File: src/verilog/refsel_pkg.sv
// package for the reference input selector: register map, fields, states
// assumes a 32-bit axi4-lite slave on a single 100 MHz clock
package refsel_pkg;

   // ----------------------------------------
   // register offsets (byte addresses)
   // ----------------------------------------
   localparam logic [7:0] CTRL_OFFSET = 8'h00;
   localparam logic [7:0] MONITOR_OFFSET = 8'h04;
   localparam logic [7:0] HOLDOFF_OFFSET = 8'h08;
   localparam logic [7:0] STATUS_OFFSET = 8'h0C;
   localparam logic [7:0] STICKY_OFFSET = 8'h10;

   // ----------------------------------------
   // field positions
   // ----------------------------------------
   localparam int CTRL_MODE_POS = 0;
   localparam int CTRL_MANUAL_POS = 2;
   localparam int CTRL_PRIO0_POS = 4;
   localparam int CTRL_PRIO1_POS = 6;
   localparam int CTRL_REVERT_POS = 8;
   localparam int CTRL_BLOCK_POS = 9;
   localparam int CTRL_MVPD_POS = 10;
   localparam int CTRL_BYPASS_POS = 11;
   localparam int MON_DIV_POS = 0;
   localparam int MON_REVALIDATION_COUNT_POS = 16;
   localparam int HOLD_START_POS = 0;
   localparam int HOLD_PRESCALE_POS = 8;
   localparam int STAT_VALID_POS = 0;
   localparam int STAT_SEL_POS = 2;
   localparam int STAT_REF_POS = 3;
   localparam int STAT_HOLD_POS = 4;
   localparam int STAT_COUNT_POS = 8;
   localparam int STICKY_INPUT_POS = 0;
   localparam int STICKY_REF_POS = 2;

   // ----------------------------------------
   // reset values and timing counts
   // ----------------------------------------
   localparam logic [11:0] CTRL_RESET = 12'h0F0;
   localparam logic [8:0] MON_DIV_RESET = 9'h00A;
   localparam logic [7:0] REVALIDATION_COUNT_RESET = 8'h08;
   localparam logic [7:0] HOLD_START_RESET = 8'hFF;
   localparam logic [23:0] HOLD_PRESCALE_RESET = 24'h00_1000;
   localparam logic [1:0] MISSING_EDGES = 2'h3;

   localparam logic [1:0] RESP_OKAY = 2'h0;
   localparam logic [1:0] RESP_SLVERR = 2'h2;

   typedef enum logic [1:0] {
      MODE_MANUAL = 2'b00,
      MODE_AUTO = 2'b01,
      MODE_SHORT_HOLD = 2'b10,
      MODE_AUTO_HOLD = 2'b11
   } selection_mode_t;

   typedef enum logic [1:0] {
      SEL_LOCKED = 2'b00,
      SEL_UNLOCKED = 2'b01,
      SEL_HOLDOVER = 2'b10
   } sel_state_t;

   typedef struct packed {
      logic first_pll_bypass;
      logic monitor_divider_powerdown;
      logic loss_report_block;
      logic revertive_enable;
      logic [1:0] priority1;
      logic [1:0] priority0;
      logic [1:0] manual_select;
      selection_mode_t selection_mode;
   } ctrl_t;

   typedef struct packed {
      logic holdover;
      logic reference_ok;
      logic active_select;
   } sel_out_t;

endpackage

File: src/verilog/reference_input_selector.sv
// reference input activity monitors, selection state machine, hold-off counter
// assumes axi4-lite master on i_sys_clk; reference and vco-divided clocks are pins
// ----------------------------------------
// Function
// ----------------------------------------
//
// Decided for this implementation: the address map and the AXI4-Lite register port.
module reference_input_selector (
   input wire logic i_sys_clk,
   input wire logic i_reset,
   input wire logic [1:0] i_ref_clk,
   input wire logic i_vco_clk,
   input wire logic i_vcxo_clk,
   input wire logic [31:0] i_phase_word,
   input wire logic [31:0] s_axi_awaddr,
   input wire logic s_axi_awvalid,
   output logic s_axi_awready,
   input wire logic [31:0] s_axi_wdata,
   input wire logic [3:0] s_axi_wstrb,
   input wire logic s_axi_wvalid,
   output logic s_axi_wready,
   output logic [1:0] s_axi_bresp,
   output logic s_axi_bvalid,
   input wire logic s_axi_bready,
   input wire logic [31:0] s_axi_araddr,
   input wire logic s_axi_arvalid,
   output logic s_axi_arready,
   output logic [31:0] s_axi_rdata,
   output logic [1:0] s_axi_rresp,
   output logic s_axi_rvalid,
   input wire logic s_axi_rready,
   output logic o_active_select,
   output logic o_holdover,
   output logic o_reference_ok,
   output logic [31:0] o_phase_word
);

   // ----------------------------------------
   // registers
   // ----------------------------------------
   refsel_pkg::ctrl_t ctrl_q;
   logic [8:0] mon_div_q;
   logic [7:0] revalidation_count_q;
   logic [7:0] hold_start_q;
   logic [23:0] hold_prescale_q;
   logic [1:0] sticky_input_q;
   logic sticky_ref_q;
   logic [1:0] loss_armed_q;
   refsel_pkg::sel_state_t state_q;
   logic sel_q;
   logic [31:0] held_word_q;

   // ----------------------------------------
   // pin synchronisers and edge detection
   // ----------------------------------------
   // every pin-sourced level goes through two flops before use
   logic [1:0] ref_s1_q, ref_s2_q, ref_s3_q;
   logic vco_s1_q, vco_s2_q, vco_s3_q;
   logic vcxo_s1_q, vcxo_s2_q, vcxo_s3_q;

   always_ff @(posedge i_sys_clk) begin
      if (i_reset) begin
         ref_s1_q <= 2'h0;
         ref_s2_q <= 2'h0;
         ref_s3_q <= 2'h0;
         vco_s1_q <= 1'b0;
         vco_s2_q <= 1'b0;
         vco_s3_q <= 1'b0;
         vcxo_s1_q <= 1'b0;
         vcxo_s2_q <= 1'b0;
         vcxo_s3_q <= 1'b0;
      end else begin
         ref_s1_q <= i_ref_clk;
         ref_s2_q <= ref_s1_q;
         ref_s3_q <= ref_s2_q;
         vco_s1_q <= i_vco_clk;
         vco_s2_q <= vco_s1_q;
         vco_s3_q <= vco_s2_q;
         vcxo_s1_q <= i_vcxo_clk;
         vcxo_s2_q <= vcxo_s1_q;
         vcxo_s3_q <= vcxo_s2_q;
      end
   end

   logic [1:0] ref_rise;
   logic vco_rise;
   logic vcxo_rise;
   assign ref_rise = ref_s2_q & ~ref_s3_q;
   assign vco_rise = vco_s2_q & ~vco_s3_q;
   assign vcxo_rise = vcxo_s2_q & ~vcxo_s3_q;

   // ----------------------------------------
   // monitor reference divider
   // ----------------------------------------
   logic [8:0] mdiv_q;
   logic mon_tick;
   assign mon_tick = vco_rise && (mdiv_q == 9'h000) && !ctrl_q.monitor_divider_powerdown;

   always_ff @(posedge i_sys_clk) begin
      if (i_reset || ctrl_q.monitor_divider_powerdown) begin
         mdiv_q <= 9'h000;
      end else if (vco_rise) begin
         mdiv_q <= (mdiv_q == 9'h000) ? mon_div_q - 9'h001 : mdiv_q - 9'h001;
      end
   end

   // ----------------------------------------
   // per-input loss and revalidation monitors
   // ----------------------------------------
   logic [1:0] valid_q;
   logic [1:0] loss_event;
   logic [1:0] reval_event;

   genvar gi;
   generate
      for (gi = 0; gi < 2; gi++) begin : g_mon
         logic [1:0] miss_q;
         logic seen_q;
         logic [7:0] good_q;
         always_ff @(posedge i_sys_clk) begin
            if (i_reset) begin
               miss_q <= 2'h0;
               seen_q <= 1'b0;
               good_q <= 8'h00;
               valid_q[gi] <= 1'b0;
            end else begin
               if (ref_rise[gi]) begin
                  seen_q <= 1'b1;
               end else if (mon_tick) begin
                  seen_q <= 1'b0;
               end
               if (mon_tick) begin
                  if (seen_q || ref_rise[gi]) begin
                     miss_q <= 2'h0;
                  end else if (miss_q != refsel_pkg::MISSING_EDGES) begin
                     miss_q <= miss_q + 2'h1;
                  end
               end
               if (mon_tick && !seen_q && !ref_rise[gi]
                   && miss_q == refsel_pkg::MISSING_EDGES - 2'h1) begin
                  valid_q[gi] <= 1'b0;
                  good_q <= 8'h00;
               end else if (!valid_q[gi] && ref_rise[gi]) begin
                  // counting consecutive periods; a third missed monitor tick in a row above restarts it
                  if (good_q + 8'h01 >= revalidation_count_q) begin
                     valid_q[gi] <= 1'b1;
                     good_q <= 8'h00;
                  end else begin
                     good_q <= good_q + 8'h01;
                  end
               end
            end
         end
         assign loss_event[gi] = mon_tick && !seen_q && !ref_rise[gi] && valid_q[gi]
            && miss_q == refsel_pkg::MISSING_EDGES - 2'h1;
         assign reval_event[gi] = !valid_q[gi] && ref_rise[gi] && (good_q + 8'h01 >= revalidation_count_q);
      end
   endgenerate

   // ----------------------------------------
   // priority choice
   // ----------------------------------------
   // ties go to input 0; returns the best valid input
   function automatic logic best_input(input logic [1:0] valid, input logic [1:0] p0,
                                       input logic [1:0] p1);
      if (valid == 2'b10) begin
         best_input = 1'b1;
      end else if (valid == 2'b11) begin
         best_input = (p1 > p0);
      end else begin
         best_input = 1'b0;
      end
   endfunction

   logic prio_pick;
   logic any_valid;
   logic [1:0] sel_prio, oth_prio;
   assign prio_pick = best_input(valid_q, ctrl_q.priority0, ctrl_q.priority1);
   assign any_valid = |valid_q;
   assign sel_prio = sel_q ? ctrl_q.priority1 : ctrl_q.priority0;
   assign oth_prio = sel_q ? ctrl_q.priority0 : ctrl_q.priority1;

   // ----------------------------------------
   // hold-off prescaler and counter
   // ----------------------------------------
   logic [23:0] pre_q;
   logic [7:0] hold_cnt_q;
   logic hold_run;
   logic hold_tick;
   logic hold_expire;
   assign hold_run = (ctrl_q.selection_mode == refsel_pkg::MODE_AUTO_HOLD)
      && (state_q == refsel_pkg::SEL_HOLDOVER);
   assign hold_tick = hold_run && vcxo_rise && (pre_q == 24'h00_0000);
   assign hold_expire = hold_tick && (hold_cnt_q <= 8'h01);

   always_ff @(posedge i_sys_clk) begin
      if (i_reset || !hold_run) begin
         pre_q <= hold_prescale_q;
         hold_cnt_q <= hold_start_q;
      end else if (vcxo_rise) begin
         pre_q <= (pre_q == 24'h00_0000) ? hold_prescale_q : pre_q - 24'h00_0001;
         if (hold_expire) begin
            hold_cnt_q <= hold_start_q;
         end else if (hold_tick) begin
            hold_cnt_q <= hold_cnt_q - 8'h01;
         end
      end
   end

   // ----------------------------------------
   // selection state machine
   // ----------------------------------------
   logic sel_loss;
   assign sel_loss = loss_event[sel_q] || !valid_q[sel_q];

   always_ff @(posedge i_sys_clk) begin
      if (i_reset) begin
         state_q <= refsel_pkg::SEL_UNLOCKED;
         sel_q <= 1'b0;
      end else begin
         unique case (ctrl_q.selection_mode)
            refsel_pkg::MODE_MANUAL: begin
               sel_q <= ctrl_q.manual_select[0];
               state_q <= valid_q[ctrl_q.manual_select[0]] ? refsel_pkg::SEL_LOCKED
                  : refsel_pkg::SEL_UNLOCKED;
            end
            refsel_pkg::MODE_SHORT_HOLD: begin
               sel_q <= ctrl_q.manual_select[0];
               state_q <= valid_q[ctrl_q.manual_select[0]] ? refsel_pkg::SEL_LOCKED
                  : refsel_pkg::SEL_HOLDOVER;
            end
            refsel_pkg::MODE_AUTO: begin
               // a lost selection with no valid alternative stays put, unlocked
               if (sel_loss && !valid_q[!sel_q]) begin
                  state_q <= refsel_pkg::SEL_UNLOCKED;
               end else if (sel_loss) begin
                  sel_q <= !sel_q;
                  state_q <= refsel_pkg::SEL_LOCKED;
               end else if (state_q == refsel_pkg::SEL_UNLOCKED) begin
                  sel_q <= prio_pick;
                  state_q <= refsel_pkg::SEL_LOCKED;
               end else if (ctrl_q.revertive_enable && valid_q[!sel_q] && oth_prio > sel_prio) begin
                  sel_q <= !sel_q;
               end
            end
            refsel_pkg::MODE_AUTO_HOLD: begin
               if (state_q != refsel_pkg::SEL_HOLDOVER) begin
                  if (sel_loss) begin
                     state_q <= refsel_pkg::SEL_HOLDOVER;
                  end else if (ctrl_q.revertive_enable && valid_q[!sel_q]
                               && oth_prio > sel_prio) begin
                     sel_q <= !sel_q;
                  end
               end else if (hold_expire) begin
                  if (valid_q[sel_q]) begin
                     state_q <= refsel_pkg::SEL_LOCKED;
                  end else if (any_valid) begin
                     sel_q <= prio_pick;
                     state_q <= refsel_pkg::SEL_LOCKED;
                  end
               end
            end
         endcase
      end
   end

   // ----------------------------------------
   // holdover value and outputs
   // ----------------------------------------
   always_ff @(posedge i_sys_clk) begin
      if (i_reset) begin
         held_word_q <= 32'h0000_0000;
         o_phase_word <= 32'h0000_0000;
      end else if (state_q == refsel_pkg::SEL_HOLDOVER) begin
         o_phase_word <= held_word_q;
      end else begin
         held_word_q <= i_phase_word;
         o_phase_word <= i_phase_word;
      end
   end

   always_ff @(posedge i_sys_clk) begin
      if (i_reset) begin
         o_active_select <= 1'b0;
         o_holdover <= 1'b0;
         o_reference_ok <= 1'b0;
      end else begin
         o_active_select <= sel_q;
         o_holdover <= (state_q == refsel_pkg::SEL_HOLDOVER);
         o_reference_ok <= (state_q == refsel_pkg::SEL_LOCKED) && valid_q[sel_q];
      end
   end

   // ----------------------------------------
   // sticky loss flags
   // ----------------------------------------
   logic wr_fire;
   logic [7:0] wr_addr_q;
   logic [31:0] wr_data_q;
   logic aw_got_q, w_got_q;
   logic sticky_wr;
   assign wr_fire = aw_got_q && w_got_q && !s_axi_bvalid;
   assign sticky_wr = wr_fire && wr_addr_q == refsel_pkg::STICKY_OFFSET;

   always_ff @(posedge i_sys_clk) begin
      if (i_reset) begin
         sticky_input_q <= 2'h0;
         sticky_ref_q <= 1'b0;
         loss_armed_q <= 2'h3;
      end else begin
         for (int k = 0; k < 2; k++) begin
            // a set flag is disarmed, so a clear wins over a loss in the same cycle
            if (loss_event[k] && loss_armed_q[k] && !ctrl_q.loss_report_block) begin
               sticky_input_q[k] <= 1'b1;
               loss_armed_q[k] <= 1'b0;
            end else if (sticky_wr && wr_data_q[refsel_pkg::STICKY_INPUT_POS + k]) begin
               sticky_input_q[k] <= 1'b0;
               loss_armed_q[k] <= 1'b1;
            end
         end
         if (loss_event[sel_q] && !ctrl_q.loss_report_block) begin
            sticky_ref_q <= 1'b1;
         end else if (sticky_wr && wr_data_q[refsel_pkg::STICKY_REF_POS] && any_valid) begin
            sticky_ref_q <= 1'b0;
         end
      end
   end

   // ----------------------------------------
   // axi4-lite slave
   // ----------------------------------------
   always_ff @(posedge i_sys_clk) begin
      if (i_reset) begin
         aw_got_q <= 1'b0;
         w_got_q <= 1'b0;
         wr_addr_q <= 8'h00;
         wr_data_q <= 32'h0000_0000;
         s_axi_awready <= 1'b0;
         s_axi_wready <= 1'b0;
         s_axi_bvalid <= 1'b0;
         s_axi_bresp <= refsel_pkg::RESP_OKAY;
      end else begin
         s_axi_awready <= !aw_got_q && s_axi_awvalid && !s_axi_awready;
         s_axi_wready <= !w_got_q && s_axi_wvalid && !s_axi_wready;
         if (s_axi_awvalid && s_axi_awready) begin
            aw_got_q <= 1'b1;
            // high address bits fold to an unmapped offset; the answer never rereads the bus
            wr_addr_q <= (s_axi_awaddr[31:8] == 24'h00_0000) ? s_axi_awaddr[7:0] : 8'hFF;
         end
         if (s_axi_wvalid && s_axi_wready) begin
            w_got_q <= 1'b1;
            wr_data_q <= s_axi_wdata;
         end
         if (wr_fire) begin
            s_axi_bvalid <= 1'b1;
            s_axi_bresp <= (wr_addr_q <= refsel_pkg::STICKY_OFFSET && wr_addr_q[1:0] == 2'h0)
               ? refsel_pkg::RESP_OKAY : refsel_pkg::RESP_SLVERR;
         end else if (s_axi_bvalid && s_axi_bready) begin
            s_axi_bvalid <= 1'b0;
            aw_got_q <= 1'b0;
            w_got_q <= 1'b0;
         end
      end
   end

   // writes take every byte lane where fields live; wstrb is not used
   always_ff @(posedge i_sys_clk) begin
      if (i_reset) begin
         ctrl_q <= refsel_pkg::ctrl_t'(refsel_pkg::CTRL_RESET);
         mon_div_q <= refsel_pkg::MON_DIV_RESET;
         revalidation_count_q <= refsel_pkg::REVALIDATION_COUNT_RESET;
         hold_start_q <= refsel_pkg::HOLD_START_RESET;
         hold_prescale_q <= refsel_pkg::HOLD_PRESCALE_RESET;
      end else if (wr_fire) begin
         unique case (wr_addr_q)
            refsel_pkg::CTRL_OFFSET: begin
               ctrl_q <= refsel_pkg::ctrl_t'(wr_data_q[11:0]);
            end
            refsel_pkg::MONITOR_OFFSET: begin
               mon_div_q <= wr_data_q[refsel_pkg::MON_DIV_POS +: 9];
               revalidation_count_q <= wr_data_q[refsel_pkg::MON_REVALIDATION_COUNT_POS +: 8];
            end
            refsel_pkg::HOLDOFF_OFFSET: begin
               hold_start_q <= wr_data_q[refsel_pkg::HOLD_START_POS +: 8];
               hold_prescale_q <= wr_data_q[refsel_pkg::HOLD_PRESCALE_POS +: 24];
            end
            default: begin
            end
         endcase
      end
   end

   logic [31:0] rd_word;
   always_comb begin
      rd_word = 32'h0000_0000;
      unique case (s_axi_araddr[7:0])
         refsel_pkg::CTRL_OFFSET: rd_word[11:0] = ctrl_q;
         refsel_pkg::MONITOR_OFFSET: begin
            rd_word[refsel_pkg::MON_DIV_POS +: 9] = mon_div_q;
            rd_word[refsel_pkg::MON_REVALIDATION_COUNT_POS +: 8] = revalidation_count_q;
         end
         refsel_pkg::HOLDOFF_OFFSET: begin
            rd_word[refsel_pkg::HOLD_START_POS +: 8] = hold_start_q;
            rd_word[refsel_pkg::HOLD_PRESCALE_POS +: 24] = hold_prescale_q;
         end
         refsel_pkg::STATUS_OFFSET: begin
            rd_word[refsel_pkg::STAT_VALID_POS +: 2] = valid_q;
            rd_word[refsel_pkg::STAT_SEL_POS] = sel_q;
            rd_word[refsel_pkg::STAT_REF_POS] = (state_q == refsel_pkg::SEL_LOCKED);
            rd_word[refsel_pkg::STAT_HOLD_POS] = (state_q == refsel_pkg::SEL_HOLDOVER);
            rd_word[refsel_pkg::STAT_COUNT_POS +: 8] = hold_cnt_q;
         end
         refsel_pkg::STICKY_OFFSET: begin
            rd_word[refsel_pkg::STICKY_INPUT_POS +: 2] = sticky_input_q;
            rd_word[refsel_pkg::STICKY_REF_POS] = sticky_ref_q;
         end
         default: rd_word = 32'h0000_0000;
      endcase
   end

   always_ff @(posedge i_sys_clk) begin
      if (i_reset) begin
         s_axi_arready <= 1'b0;
         s_axi_rvalid <= 1'b0;
         s_axi_rdata <= 32'h0000_0000;
         s_axi_rresp <= refsel_pkg::RESP_OKAY;
      end else begin
         s_axi_arready <= s_axi_arvalid && !s_axi_arready && !s_axi_rvalid;
         if (s_axi_arvalid && s_axi_arready) begin
            s_axi_rvalid <= 1'b1;
            s_axi_rdata <= (s_axi_araddr[31:8] == 24'h00_0000) ? rd_word : 32'h0000_0000;
            s_axi_rresp <= (s_axi_araddr[31:0] <= 32'(refsel_pkg::STICKY_OFFSET)
               && s_axi_araddr[1:0] == 2'h0) ? refsel_pkg::RESP_OKAY : refsel_pkg::RESP_SLVERR;
         end else if (s_axi_rvalid && s_axi_rready) begin
            s_axi_rvalid <= 1'b0;
         end
      end
   end

endmodule

File: config.mk
export PLATFORM = sky130hd
export DESIGN_NAME = reference_input_selector
export DESIGN_NICKNAME = d
export VERILOG_FILES = /design/src/verilog/refsel_pkg.sv /design/src/verilog/reference_input_selector.sv
export SDC_FILE = /design/constraint.sdc
export NUM_CORES = 1
export LEC_CHECK = 0
export ABC_CLOCK_PERIOD_IN_PS = 7000
export BUFFER_PORTS_ARGS = -buffer_cell sky130_fd_sc_hd__clkbuf_2
export CORE_ASPECT_RATIO = 1.5
export CORE_UTILIZATION = 35
export DETAILED_ROUTE_END_ITERATION = 6
export PLACE_DENSITY = 0.53
export SETUP_SLACK_MARGIN = 0.2
export SYNTH_ARGS = -nofsm -noshare
export SYNTH_HDL_FRONTEND = slang
export SYNTH_SLANG_ARGS = --single-unit
File: constraint.sdc
create_clock -name i_sys_clk -period 7 [get_ports i_sys_clk]
set_input_delay 1.4 -clock i_sys_clk [delete_from_list [all_inputs] [get_ports i_sys_clk]]
set_output_delay 1.4 -clock i_sys_clk [all_outputs]
set_load 0.005 [all_outputs]
==> results.toml <==
[synth]
async_flop_share_pct = 0
synth_area_um2 = 11800
synth_edf_count = 32
synth_seq_cells = 262
synth_top_family_by_area = "simple AND/OR/NAND/NOR gates"
synth_cells = 1392
synth-seq-area-share_pct = 47.1
synth_compound_area_share_pct = 14.5
yosysWarnings = 0
synth_xor_area_share_pct = 3.86
avgSynthCellArea_um2 = 8.49
ys.flop_type = "dfxtp_1"
synth.distinct_cells = 71
synth.mux.area_fraction_pct = 2.15
yosys.area_share.simple_pct = 25.4
synthAdderAreaFrac_pct = 3.18

[floorplanning]
core_area_um2 = 33300
rows = 82
die_w_um = 152
die_area_um2 = 34500
start_util_pct = 35.4
die_h_um = 227
io_pins = 219

[cts]
cts_buffers = 28
postCtsSetupBuffers = 0
htreeDepth = 1
cts_sinks = 262
tritoncts = "done"
clockBufferDepth = 3
clk_pin_slew_ns = 0.06
holdBufCountCts = 0
cts_resized = 0
root_buffer = "clkbuf_16"
clk_latency_ns = 0.56

[global_route]
grt_use_total_pct = 19.1
gr-total-overflow = 0
use_met1_pct = 21.9
grt_pass1_vias = 10000
grt_pass1_wl_um = 53000
grt_busiest_layer = "met2"
met2_usage_pct = 35.7
gr-usage-met3_pct = 3.20
antenna_found_initial = 0
grt_max_degree = 92

[sta]
slew_headroom_pct = 17.7
fin_crit_sh_pct = 49.0
finalSetupTns_ns = 0
post-route-min-period_ns = 3.43
tightest_slew_ns = 1.22
drv_slew = 0
fin_ws_ns = 3.57
rsz0062_at_grt = "no"
finClkSkew_ns = 0.0174
finalSetupViolCount = 0
final_hold_viol_count = 0
fmax_ghz = 0.291

[routing]
wl_um = 33000
routedWlPerCell_um = 16.5
drc_errors = 16
drtIter0Drc = 522
first_pass_iters = 7
vias_per_cell = 5.07
postRouteAntennaNets = 0
num_vias = 10100

[placement]
place_hpwl_um = 23500
post-place-ws_ns = 2.96
gp_congestion = 0.813
postPlaceCellArea_um2 = 13100
io_buffers = 212

[final_layout]
nFillCells = 3416
fin_nets = 1734
drive_gt1_share_pct = 19.1
num_antenna_cells = 0
stdcell_area_um2 = 14100
syn_to_final_growth_pct = 19.2

[min_path]
hp-class = "flop to flop"

[power_and_ir_drop]
peakVddDrop_mv = 0.204
leakage_uw = 0.00564
cellPowerDensity_nw_per_um2 = 231

[critical_path]
start_kind = "input port"
path_class = "input port to flop"
worstPathRequired_ns = 7.49
crit_arrival_ns = 3.92
crit_path_max_fanout = 11
critical_path.endpoint_type = "flop"

[run_status]
violations = "DRC"
status = "complete, but fails checks"

[job]
cap_violations = 0
-- registers in the layout, summed over array words and instances (netlist names), 8 cells and up --
register,count
g_mon.good_q,16
hold_start_q,8
wr_addr_q,8
held_word_q,32
wr_data_q,32
ctrl_q,12
s_axi_rdata,32
hold_prescale_q,24
revalidation_count_q,8
mon_div_q,9
hold_cnt_q,8
pre_q,24
mdiv_q,9
-- routing by layer --
layer	up-vias	share of wire (%)
met2	194	51
met1	4734	42
met4	0	2.5
li1	5164	-
met5	-	0
met3	54	4.1
-- cells in the final DEF (no fill, tap or decap), types with 6 or more instances in the layout --
cell type	count
mux2i_1	13
a21oi_1	137
clkbuf_8	10
o22ai_1	7
o21ai_0	44
dfxtp_1	230
nand3_1	16
a22oi_1	24
nor3_1	40
nor4_1	31
clkbuf_16	28
a21o_1	9
and2_1	10
a211oi_1	8
nand2_1	323
ha_1	30
nand3b_1	17
xor2_1	20
nor2b_1	32
clkbuf_1	6
nand2b_1	19
clkbuf_2	211
o21ai_1	6
nand4_1	6
buf_4	11
xnor2_1	32
a222oi_1	12
edfxtp_1	32
inv_1	19
nor2_1	95
or2_2	6
and3_1	10
-- where the power goes --
| group | switching (uW) | total [uW] | internal (uW) |
|---|---|---|---|
| Sequential | 20.5 | 1570 | 1540 |
| Combinational | 100 | 183 | 83.1 |
| Clock | 624 | 1510 | 884 |
-- Yosys cell counts (9+ instances only) --
master | instances | area (um^2)
ha_1 | 30 | 375
a21o_1 | 9 | 67.6
buf_2 | 15 | 75.1
nand2_1 | 323 | 1210
a22oi_1 | 24 | 180
nand2b_1 | 19 | 119
xor2_1 | 20 | 175
clkbuf_1 | 60 | 225
nand3_1 | 16 | 80.1
edfxtp_1 | 32 | 961
dfxtp_1 | 230 | 4600
nor2b_1 | 33 | 206
nor2_1 | 95 | 357
nor4_1 | 31 | 194
mux2i_1 | 13 | 130
a21oi_1 | 137 | 686
a222oi_1 | 12 | 120
nand3b_1 | 17 | 128
o21ai_0 | 44 | 220
nor3_1 | 40 | 200
xnor2_1 | 32 | 280
and2_1 | 10 | 62.6
and3_1 | 10 | 62.6
inv_1 | 19 | 71.3
-- worst max-delay path: stages --
cell and delay, ns:
clkbuf_2 0.07, or4_1 0.53, or3_1 0.46, nor3_2 0.68, and2_1 0.52, a222oi_1 0.14, nor2_1 0.11
-- final cells by class --
| cell class | instances | area [um^2] | area share, % |
|---|---|---|---|
| multi-input cells | 1027 | 5810 | 41.3 |
| well taps | 420 | 526 | 3.73 |
| flip-flops and latches | 262 | 5570 | 39.5 |
| repair buffers | 223 | 1150 | 8.17 |
| inverters | 19 | 71.3 | 0.507 |
| clock inverters | 8 | 91.3 | 0.649 |
| clock buffers | 44 | 861 | 6.11 |
-- kinds of logic after synthesis --
logic type | Yosys count
simple gates | 639
compound gates | 283
flops | 262
buf+inv | 104
xor+xnor | 52
fa+ha+maj | 30
mux | 21
other cells | 1
-- final timing paths --
| kind | from | endpoint | cells after the start | slack (ns) |
|---|---|---|---|---|
| hold / removal | ref_s1_q[0] | ref_s2_q[0] | 1 | 0.44 |
| setup / recovery | s_axi_araddr[1] | s_axi_rdata[20] | 7 | 3.57 |
| hold reg to reg | ref_s1_q[0] | ref_s2_q[0] | 1 | 0.44 |
| setup reg to reg | pre_q[12] | hold_cnt_q[6] | 4 | 3.95 |
-- per-stage QoR --
| step | cells | util (%) | hold WS [ns] | power [uW] |
|---|---|---|---|---|
| after global placement | 1951 | 39.4 | 0.417 | 1780 |
| after floorplan | 1393 | - | 0.414 | 1700 |
| after CTS | 2003 | 42.2 | 0.444 | 3310 |
| after global routing | 2003 | 42.2 | 0.454 | 3380 |
| final | 2003 | 42.2 | 0.437 | 3260 |
| after detailed placement | 1951 | 39.4 | 0.428 | 1780 |
Power figures use the tool's default switching activity.
